--- config.mk ---
export PLATFORM = sky130hd
export DESIGN_NAME = fbod_host
export DESIGN_NICKNAME = d
export VERILOG_FILES = /design/src/core/fbod_pkg.sv /design/src/core/fbod_host.sv
export VERILOG_INCLUDE_DIRS = /design/src /design/src/core
export SDC_FILE = /design/constraint.sdc
export NUM_CORES = 1
export LEC_CHECK = 0
export BUFFER_PORTS_ARGS = -buffer_cell sky130_fd_sc_hd__buf_2
export CAP_MARGIN = 25
export CORE_ASPECT_RATIO = 1.4
export CORE_MARGIN = 3
export CORE_UTILIZATION = 48
export DETAILED_ROUTE_END_ITERATION = 10
export GPL_ROUTABILITY_DRIVEN = 0
export HOLD_SLACK_MARGIN = 0.02
export PLACE_DENSITY = 0.79
export SYNTH_ARGS = -nofsm -noshare
export SYNTH_HDL_FRONTEND = slang
export SYNTH_SLANG_ARGS = --single-unit
--- constraint.sdc ---
create_clock -name i_core_clk -period 2.21 [get_ports i_core_clk]
set_input_delay 0.442 -clock i_core_clk [delete_from_list [all_inputs] [get_ports i_core_clk]]
set_output_delay 0.442 -clock i_core_clk [all_outputs]
set_load 0.02 [all_outputs]
--- src/core/fbod_defs.svh ---
// Constants for the flash bus operation host controller.
// Assumes a 50 MHz core clock; the flash pins are driven straight from flops.
// Functional notes
// - Read: chip select and output enable low, write strobe high.
// - Command write: write strobe, chip select low, output enable high.
// - Protect: elevated reset, A1 high, A0 low; A6 low protects.
`ifndef FBOD_DEFS_SVH
`define FBOD_DEFS_SVH

`define FBOD_ADDR_W 18
`define FBOD_DATA_W 16
// Strobe width, recovery and reset times in ns, and derived cycle counts.
`define FBOD_T_STROBE_NS 80
`define FBOD_T_RECOV_NS 40
`define FBOD_T_RESET_NS 500
`define FBOD_CLK_NS 20
`define FBOD_CYC_STROBE ((`FBOD_T_STROBE_NS + `FBOD_CLK_NS - 1) / `FBOD_CLK_NS)
`define FBOD_CYC_RECOV ((`FBOD_T_RECOV_NS + `FBOD_CLK_NS - 1) / `FBOD_CLK_NS)
`define FBOD_CYC_RESET ((`FBOD_T_RESET_NS + `FBOD_CLK_NS - 1) / `FBOD_CLK_NS)
// Protect cycle address bits.
`define FBOD_PROT_A6 6
`define FBOD_PROT_A1 1
`define FBOD_PROT_A0 0

`endif

--- src/core/fbod_pkg.sv ---
// Types for the flash bus operation host controller.
// Assumes fbod_defs.svh is on the include path.
package fbod_pkg;
	typedef enum logic [2:0] {
		FBOD_OP_READ,
		FBOD_OP_WRITE,
		FBOD_OP_RESET,
		FBOD_OP_PROTECT,
		FBOD_OP_UNPROTECT
	} fbod_op_e;
	typedef enum logic [2:0] {
		FBOD_ST_RESET,
		FBOD_ST_IDLE,
		FBOD_ST_STROBE,
		FBOD_ST_RECOV
	} fbod_state_e;
endpackage : fbod_pkg

--- src/core/fbod_host.sv ---
// Host controller that runs single bus cycles on a parallel NOR flash.
// Assumes flash pins are sampled synchronously to i_core_clk.
`timescale 1ns/1ps
`default_nettype none
`include "fbod_defs.svh"

module fbod_host (
	input wire logic i_core_clk, // Core clock, 50 MHz.
	input wire logic i_rst, // Synchronous reset, active high.
	input wire logic i_req, // Request pulse, taken when o_ready high.
	input wire fbod_pkg::fbod_op_e i_op, // Operation for the request.
	input wire logic i_byte_mode, // One selects byte configuration.
	input wire logic [`FBOD_ADDR_W:0] i_addr, // Byte address; bit 0 low bit.
	input wire logic [`FBOD_DATA_W-1:0] i_wdata, // Write data.
	output logic o_ready, // High when a request may be taken.
	output logic o_rvalid, // One-cycle pulse with read data.
	output logic [`FBOD_DATA_W-1:0] o_rdata, // Read data.
	output logic o_flash_ce_n, // Chip select, active low.
	output logic o_flash_oe_n, // Output enable, active low.
	output logic o_flash_we_n, // Write strobe, active low.
	output logic o_flash_reset_n, // Hardware reset, active low.
	output logic o_elevated_protect_voltage, // Raises reset to protect level.
	output logic o_flash_byte_n, // Width select, low for bytes.
	output logic [`FBOD_ADDR_W-1:0] o_flash_addr, // Address pins.
	output logic [`FBOD_DATA_W-1:0] o_flash_dq, // Data pins, output side.
	output logic [`FBOD_DATA_W-1:0] o_flash_dq_oe, // Data pin enables.
	input wire logic [`FBOD_DATA_W-1:0] i_flash_dq, // Data pins, input side.
	input wire logic i_operation_pending_n // Busy from device, low busy.
);
	import fbod_pkg::*;

	localparam int CNT_W = 8;
	localparam logic [CNT_W-1:0] STROBE_CYC = CNT_W'(`FBOD_CYC_STROBE);
	localparam logic [CNT_W-1:0] RECOV_CYC = CNT_W'(`FBOD_CYC_RECOV);
	localparam logic [CNT_W-1:0] RESET_CYC = CNT_W'(`FBOD_CYC_RESET);

	fbod_state_e state;
	fbod_op_e op;
	logic [CNT_W-1:0] cnt;
	logic byte_q;

	// Data pin enable pattern for a write in the given width.
	function automatic logic [`FBOD_DATA_W-1:0] dq_en(input logic bm);
		dq_en = bm ? 16'h80FF : 16'hFFFF;
	endfunction : dq_en

	////////////////////////////////////////////////////////////////////////
	// Sequencer.
	always_ff @(posedge i_core_clk) begin
		if (i_rst) begin
			state <= FBOD_ST_RESET;
			cnt <= RESET_CYC;
			op <= FBOD_OP_RESET;
			byte_q <= 1'b0;
		end else begin
			case (state)
				FBOD_ST_RESET: begin
					// Hold the device in reset; it returns to read-array.
					if (cnt <= 8'h01) begin
						// Leave only once the device reports its reset done.
						if (i_operation_pending_n) begin
							state <= FBOD_ST_IDLE;
						end
					end else begin
						cnt <= cnt - 8'h01;
					end
				end
				FBOD_ST_IDLE: begin
					if (i_req) begin
						op <= i_op;
						byte_q <= i_byte_mode;
						if (i_op == FBOD_OP_RESET) begin
							state <= FBOD_ST_RESET;
							cnt <= RESET_CYC;
						end else begin
							state <= FBOD_ST_STROBE;
							cnt <= STROBE_CYC;
						end
					end
				end
				FBOD_ST_STROBE: begin
					if (cnt <= 8'h01) begin
						state <= FBOD_ST_RECOV;
						cnt <= RECOV_CYC;
					end else begin
						cnt <= cnt - 8'h01;
					end
				end
				default: begin
					if (cnt <= 8'h01) begin
						state <= FBOD_ST_IDLE;
					end else begin
						cnt <= cnt - 8'h01;
					end
				end
			endcase
		end
	end

	////////////////////////////////////////////////////////////////////////
	// Control pins.
	always_ff @(posedge i_core_clk) begin
		if (i_rst) begin
			o_flash_ce_n <= 1'b1;
			o_flash_oe_n <= 1'b1;
			o_flash_we_n <= 1'b1;
			o_flash_reset_n <= 1'b0;
			o_elevated_protect_voltage <= 1'b0;
		end else begin
			o_flash_ce_n <= 1'b1;
			o_flash_oe_n <= 1'b1;
			o_flash_we_n <= 1'b1;
			o_flash_reset_n <= 1'b1;
			o_elevated_protect_voltage <= 1'b0;
			if (state == FBOD_ST_RESET && cnt > 8'h01) begin
				o_flash_reset_n <= 1'b0;
			end else if (state == FBOD_ST_IDLE && i_req
					&& i_op != FBOD_OP_RESET) begin
				o_flash_ce_n <= 1'b0;
				o_flash_oe_n <= (i_op != FBOD_OP_READ);
				o_flash_we_n <= (i_op == FBOD_OP_READ);
				o_elevated_protect_voltage <= (i_op == FBOD_OP_PROTECT)
					|| (i_op == FBOD_OP_UNPROTECT);
			end else if (state == FBOD_ST_STROBE && cnt > 8'h01) begin
				o_flash_ce_n <= 1'b0;
				o_flash_oe_n <= o_flash_oe_n;
				o_flash_we_n <= o_flash_we_n;
				o_elevated_protect_voltage <= o_elevated_protect_voltage;
			end
		end
	end

	////////////////////////////////////////////////////////////////////////
	// Address and data pins.
	always_ff @(posedge i_core_clk) begin
		if (i_rst) begin
			o_flash_addr <= '0;
			o_flash_dq <= '0;
			o_flash_dq_oe <= '0;
			o_flash_byte_n <= 1'b1;
		end else if (state == FBOD_ST_IDLE && i_req) begin
			o_flash_byte_n <= ~i_byte_mode;
			o_flash_dq_oe <= '0;
			o_flash_dq <= i_wdata;
			if (i_op == FBOD_OP_PROTECT || i_op == FBOD_OP_UNPROTECT) begin
				// Sector bits kept, low bits forced to the protect pattern.
				o_flash_addr <= i_addr[`FBOD_ADDR_W:1];
				o_flash_addr[`FBOD_PROT_A1] <= 1'b1;
				o_flash_addr[`FBOD_PROT_A0] <= 1'b0;
				o_flash_addr[`FBOD_PROT_A6] <= (i_op == FBOD_OP_UNPROTECT);
				o_flash_dq_oe <= 16'h00FF;
			end else begin
				// Word mode uses bits 18:1; byte mode adds bit 0 on DQ15.
				o_flash_addr <= i_addr[`FBOD_ADDR_W:1];
				if (i_byte_mode) begin
					o_flash_dq[`FBOD_DATA_W-1] <= i_addr[0];
					o_flash_dq_oe[`FBOD_DATA_W-1] <= 1'b1;
				end
				if (i_op == FBOD_OP_WRITE) begin
					o_flash_dq_oe <= dq_en(i_byte_mode);
				end
			end
		end else if (state == FBOD_ST_IDLE) begin
			o_flash_dq_oe <= '0;
		end
	end

	////////////////////////////////////////////////////////////////////////
	// Read capture, at the end of the strobe.
	always_ff @(posedge i_core_clk) begin
		if (i_rst) begin
			o_rvalid <= 1'b0;
			o_rdata <= '0;
		end else begin
			o_rvalid <= 1'b0;
			if (state == FBOD_ST_STROBE && cnt == 8'h01
					&& op == FBOD_OP_READ) begin
				o_rvalid <= 1'b1;
				o_rdata <= byte_q ? {8'h00, i_flash_dq[7:0]} : i_flash_dq;
			end
		end
	end

	always_ff @(posedge i_core_clk) begin
		if (i_rst) begin
			o_ready <= 1'b0;
		end else begin
			o_ready <= (state == FBOD_ST_RECOV && cnt <= 8'h01)
				|| (state == FBOD_ST_RESET && cnt <= 8'h01
					&& i_operation_pending_n)
				|| (state == FBOD_ST_IDLE && !i_req);
		end
	end

	////////////////////////////////////////////////////////////////////////
	// Checks.
	a_read_strobe_lvls: assert property (@(posedge i_core_clk) disable iff (i_rst)
		!o_flash_oe_n |-> !o_flash_ce_n && o_flash_we_n)
		else $error("read strobe with bad control levels");
	a_write_strobe_lvls: assert property (@(posedge i_core_clk) disable iff (i_rst)
		!o_flash_we_n |-> !o_flash_ce_n && o_flash_oe_n)
		else $error("write strobe with bad control levels");
	a_no_drive_read: assert property (@(posedge i_core_clk) disable iff (i_rst)
		!o_flash_oe_n |-> o_flash_dq_oe[14:0] == 15'h0000)
		else $error("host drives data during read");
	a_prot_addr_bits: assert property (@(posedge i_core_clk) disable iff (i_rst)
		o_elevated_protect_voltage |-> o_flash_addr[1] && !o_flash_addr[0]
		&& !o_flash_we_n)
		else $error("protect cycle with wrong address");
	a_reset_deselect: assert property (@(posedge i_core_clk) disable iff (i_rst)
		!o_flash_reset_n |-> o_flash_ce_n && o_flash_dq_oe == 16'h0000)
		else $error("activity during flash reset");
	a_byte_mid_idle: assert property (@(posedge i_core_clk) disable iff (i_rst)
		!o_flash_byte_n |-> o_flash_dq_oe[14:8] == 7'h00)
		else $error("byte mode drives middle data pins");
	a_strobe_width: assert property (@(posedge i_core_clk) disable iff (i_rst)
		$fell(o_flash_ce_n) |-> !o_flash_ce_n [*4])
		else $error("strobe too short");
	a_ready_idle: assert property (@(posedge i_core_clk) disable iff (i_rst)
		o_ready |-> o_flash_ce_n && o_flash_reset_n)
		else $error("ready while cycle active");
endmodule : fbod_host

`default_nettype wire

[Yosys cells after proc, flatten, opt, wreduce, memory -nomap -nowiden]
Cells that the tools add are included.
Word-level totals
  bits in registers: 89
  input port bits: 59
  output and inout bits: 74
  word-level logic and storage cells: 90
Cells by class
  add/subtract/negate cells: 1
  order comparisons: 2
  equality and inequality tests: 15
  muxes and demuxes: 31
  bitwise operators: 1
  reduce and logical (&&, ||, !) cells: 24
Operators by type and width (count)
  16-bit 2-to-1 mux: 5
  8-bit 2-to-1 mux: 3
  8-bit one-hot mux with 2 select lines: 1
  15-bit 2-to-1 mux: 1
  3-bit 2-to-1 mux: 5
  3-bit by 2-bit equality test with 1-bit output (second input constant): 4
  1-bit 2-to-1 mux: 12
  1-bit logical AND: 10
  3-bit zero test: 3
  3-bit one-hot mux with 3 select lines: 1
  8-bit by 1-bit equality test with 1-bit output (second input constant): 1
  8-bit by 1-bit greater-than comparator with 1-bit output (second input constant): 1
  8-bit by 1-bit <= comparator with 1-bit output (second input constant): 1
  2-bit inequality test (second input constant): 4
  8-bit by 1-bit subtractor with 8-bit output (second input constant): 1
  7-bit 2-to-1 mux: 1
  3-bit by 1-bit equality test with 1-bit output (second input constant): 2
  3-bit by 2-bit inequality test with 1-bit output (second input constant): 2
  5-bit 2-to-1 mux: 1
  5-bit AND reduction: 1
  2-bit AND reduction: 2
  2-bit nonzero test: 2
  3-bit equality test (second input constant): 1
  1-bit logical OR: 3
  6 further kinds: 6

[Logic depth before layout (Yosys ltp)]
  word-level depth: 5
  depth in mapped cells: 9
  gate-level depth less buffers: 6

[Least setup slack after synthesis]
Ideal clock, no wire load.
  path kind: reg2reg
  start: register cnt[0]
  end: register cnt[6]
  library setup time: 0.117 ns
  arrival: 1.799 ns
  required time: 2.093 ns
  setup slack: 0.293 ns
  cell stages (with the launch flop): 9
  path buffers: 2
  clock period less this slack: 1.917 ns
  cells stage by stage: dfxtp_1 inv_1 ha_1 or2_1 clkbuf_1 a41o_1 buf_2 a21o_1 a32o_1
On the way
  longest elaborated chain between the ends: 3
  elaborated cells on any way between the ends: 7
  those cells by class: add/sub: 1; order compare: 1; eq/ne: 1; mux: 3; reduce/logical: 1
RTL lines
  start: declaration: line fbod_host.sv:39  | logic [CNT_W-1:0] cnt;
  start signal: assignment: line fbod_host.sv:65  | cnt <= cnt - 8'h01;
  start signal: assignment: line fbod_host.sv:86  | cnt <= cnt - 8'h01;
  start signal: assignment: line fbod_host.sv:93  | cnt <= cnt - 8'h01;
  8-bit by 1-bit subtractor with 8-bit output / 8-bit by 1-bit <= comparator with 1-bit output (equally long branches)
  8-bit 2-to-1 mux (tied with other cells): line fbod_host.sv:59, fbod_host.sv:90
  8-bit one-hot mux with 2 select lines / 2-bit AND reduction (equally long branches)
Parallel ways exist; a longest one is shown, timed or not. The select of a mux whose other input is x is not followed.
A chain may end at the register's enable or synchronous reset.

[Final worst setup path]
Ends and elaborated chain as after synthesis.

==> flow_metrics.tcl <==
set metrics [dict create \
    ys_seq_area_share_pct 44.5 \
    grt_start_max_net_pins 28 \
    htree_num_levels 3 \
    die_x_um 76.8 \
    worstSetupPathType "flop to flop" \
    place.port_buffers 132 \
    rows 35 \
    clock_path_buffers 2 \
    synthCells 398 \
    drtIter0Drc 225 \
    clock_latency_ns 0.35 \
    leakage_nw 1.87 \
    antenna_left 0 \
    cts_buffers 9 \
    final_core_util_pct 63.0 \
    tns_ns 0 \
    fin_ws_ns 0.200 \
    maxCapViolations 0 \
    critPathLaunchType "flop" \
    status "finished clean" \
    synth_top_cell_by_area "dfxtp_1" \
    powerDensity_nw_per_um2 656 \
    initial_core_util_pct 50.3 \
    drt_wl_total_mm 8.44 \
    finalSetupViolCount 0 \
    wl_per_cell_um 13.9 \
    grt_pass1_vias 3072 \
    holdBufCountCts 0 \
    end_kind "flop" \
    path_depth 6 \
    synthTopCellsByArea "dfxtp_1, nand2_1, a21oi_1" \
    fmax_ghz 0.498 \
    die_y_um 105 \
    path_max_fanout 10 \
    p_total_mw 2.77 \
    root_buffer "clkbuf_8" \
    syn-num-nets 464 \
    grt_overflow 0 \
    routed-via-count 3226 \
    r2r_slack_ns 0.20 \
    synth_common_cells "nand2_1, dfxtp_1, a21oi_1, nor2_1, clkbuf_1" \
    antenna_cells 0 \
    area_growth_pct 25.2 \
    syn-mean-instance-area_um2 8.47 \
    synth_edf_count 0 \
    ys_ff_latch 75 \
    max-vdd-ir-drop_v 0.000488 \
    hold_viol 0 \
    path_clk_slew_ns 0.08 \
    worstPathArrival_ns 2.26 \
    tritoncts "built" \
    drc 0 \
    ios 133 \
    fp.dieArea_um2 8080 \
    yosysWarnings 0 \
    yosysMostFrequentCell "nand2_1" \
    reg2reg_depth 6 \
    netlist_area_um2 3370 \
    post_drt_via_cell_ratio 5.30 \
    nNetsFinal 578 \
    rsz0062_at_grt "false" \
    clkSinkCount 75 \
    path_buf_inv 1 \
    final_layout_size_suffix_gt1_share_pct 33.5 \
    hold_path_depth 3 \
    worstHoldPathType "input pin to flop" \
    crit_path_cell_trace "inv_1 > ha_1 > or2_1 > a41o_1 > a21o_1 > a32o_1" \
    grt_pass1_wl_mm 14.1 \
    grtUsageTotal_pct 21.2 \
    critPathTopFamily "compound AO/OA/AOI/OAI gates" \
    cts_setup_buffers 0 \
    dp_slack_ns 0.251 \
    max_stage_delay_ns 0.43 \
    coreArea_um2 6700 \
    finalCriticalPeriod_ns 2.01 \
    max_slew_margin_pct 66.0 \
    skew_ns 0.00937 \
    critPathSlowestCell "dfxtp_1" \
    cts_resized 0 \
    async_reset_ff_share_pct 0 \
    antenna_found_initial 0 \
    final_max_slew_viol_count 0 \
    drtPass1Iterations 5 \
    dp_hpwl_mm 6.35 \
    tightest_slew_ns 0.504 \
    synthDistinctLibCells 53 \
    synthFlopType "dfxtp_1" \
    yosysTopAreaCellShare_pct 44.5 \
    fin_crit_sh_pct 91.0 \
    worstPathRequired_ns 2.46 \
]
[cell type report]
| type | instances | area (um^2) |
|---|---|---|
| multi-input combinational | 273 | 1600 |
| timing repair buffer | 142 | 736 |
| clock inverter | 5 | 85.1 |
| sequential | 75 | 1500 |
| tap | 92 | 115 |
| fill | 596 | 2480 |
| clock buffer | 11 | 141 |
| inverter | 11 | 41.3 |
[worst paths after layout]
check | end | startpoint
min reg2reg | o_rdata[15] | o_rdata[15]
min | o_flash_dq[3] | i_wdata[3]
max | cnt[6] | cnt[0]
max reg2reg | cnt[6] | cnt[0]
[report_power, final]
| part | total [mW] | switching, mW | internal (mW) | leakage [nW] |
|---|---|---|---|---|
| clock | 1.19 | 0.518 | 0.673 | 0.110 |
| combinational | 0.194 | 0.108 | 0.0867 | 1.16 |
| sequential | 1.38 | 0.0205 | 1.36 | 0.605 |
[per-stage QoR]
step           cell area [um^2]  hold slack [ns]  instances
2_1_floorplan              3370            0.466        398
3_3_place_gp               3990            0.437        593
3_5_place_dp               3990            0.441        593
4_1_cts                    4220            0.304        609
5_1_grt                    4220            0.309        609
6_report                   4220            0.313        609
[per-layer routing]
layer,part of all wire (%),up-vias,track usage [%]
met3,7.5,20,5.52
met5,0,-,0
li1,-,1594,-
met2,52,137,37.0
met1,38,1475,23.5
met4,2.7,0,10.5
[layout by cell type (no fill, tap or decap), types with 7 or more instances in the layout]
master      n
a21oi_1    57
clkbuf_8   10
buf_4      10
mux2i_1     9
dfxtp_1    75
buf_2     132
o21ai_0    10
inv_1      11
ha_1        7
or3b_2      7
nand2_1    86
nor2_1     20
[state kept, by name, indices dropped and copies added, names as in the netlist, 2 cells and up]
| register | count |
|---|---|
| cnt | 8 |
| o_flash_addr | 18 |
| o_flash_dq | 16 |
| o_flash_dq_oe | 3 |
| o_rdata | 16 |
| op | 3 |
| state | 2 |
[worst register-to-register path, stage by stage, from the launching register on]
cell and delay (ns):
dfxtp_1 0.43, inv_1 0.09, ha_1 0.25, or2_1 0.35, a41o_1 0.35, a21o_1 0.20, a32o_1 0.24
[kinds of logic (layout without fill, tap and decap cells)]
| family | Yosys count | after routing | share of synthesized area (%) |
|---|---|---|---|
| compound gates | 105 | 105 | 19.3 |
| fa+ha+maj | 7 | 7 | 2.60 |
| buf+inv | 50 | 169 | 8.01 |
| flops | 75 | 75 | 44.5 |
| simple gates | 151 | 151 | 22.6 |
| mux | 10 | 10 | 3.01 |
Power figures use the tool's default switching activity.
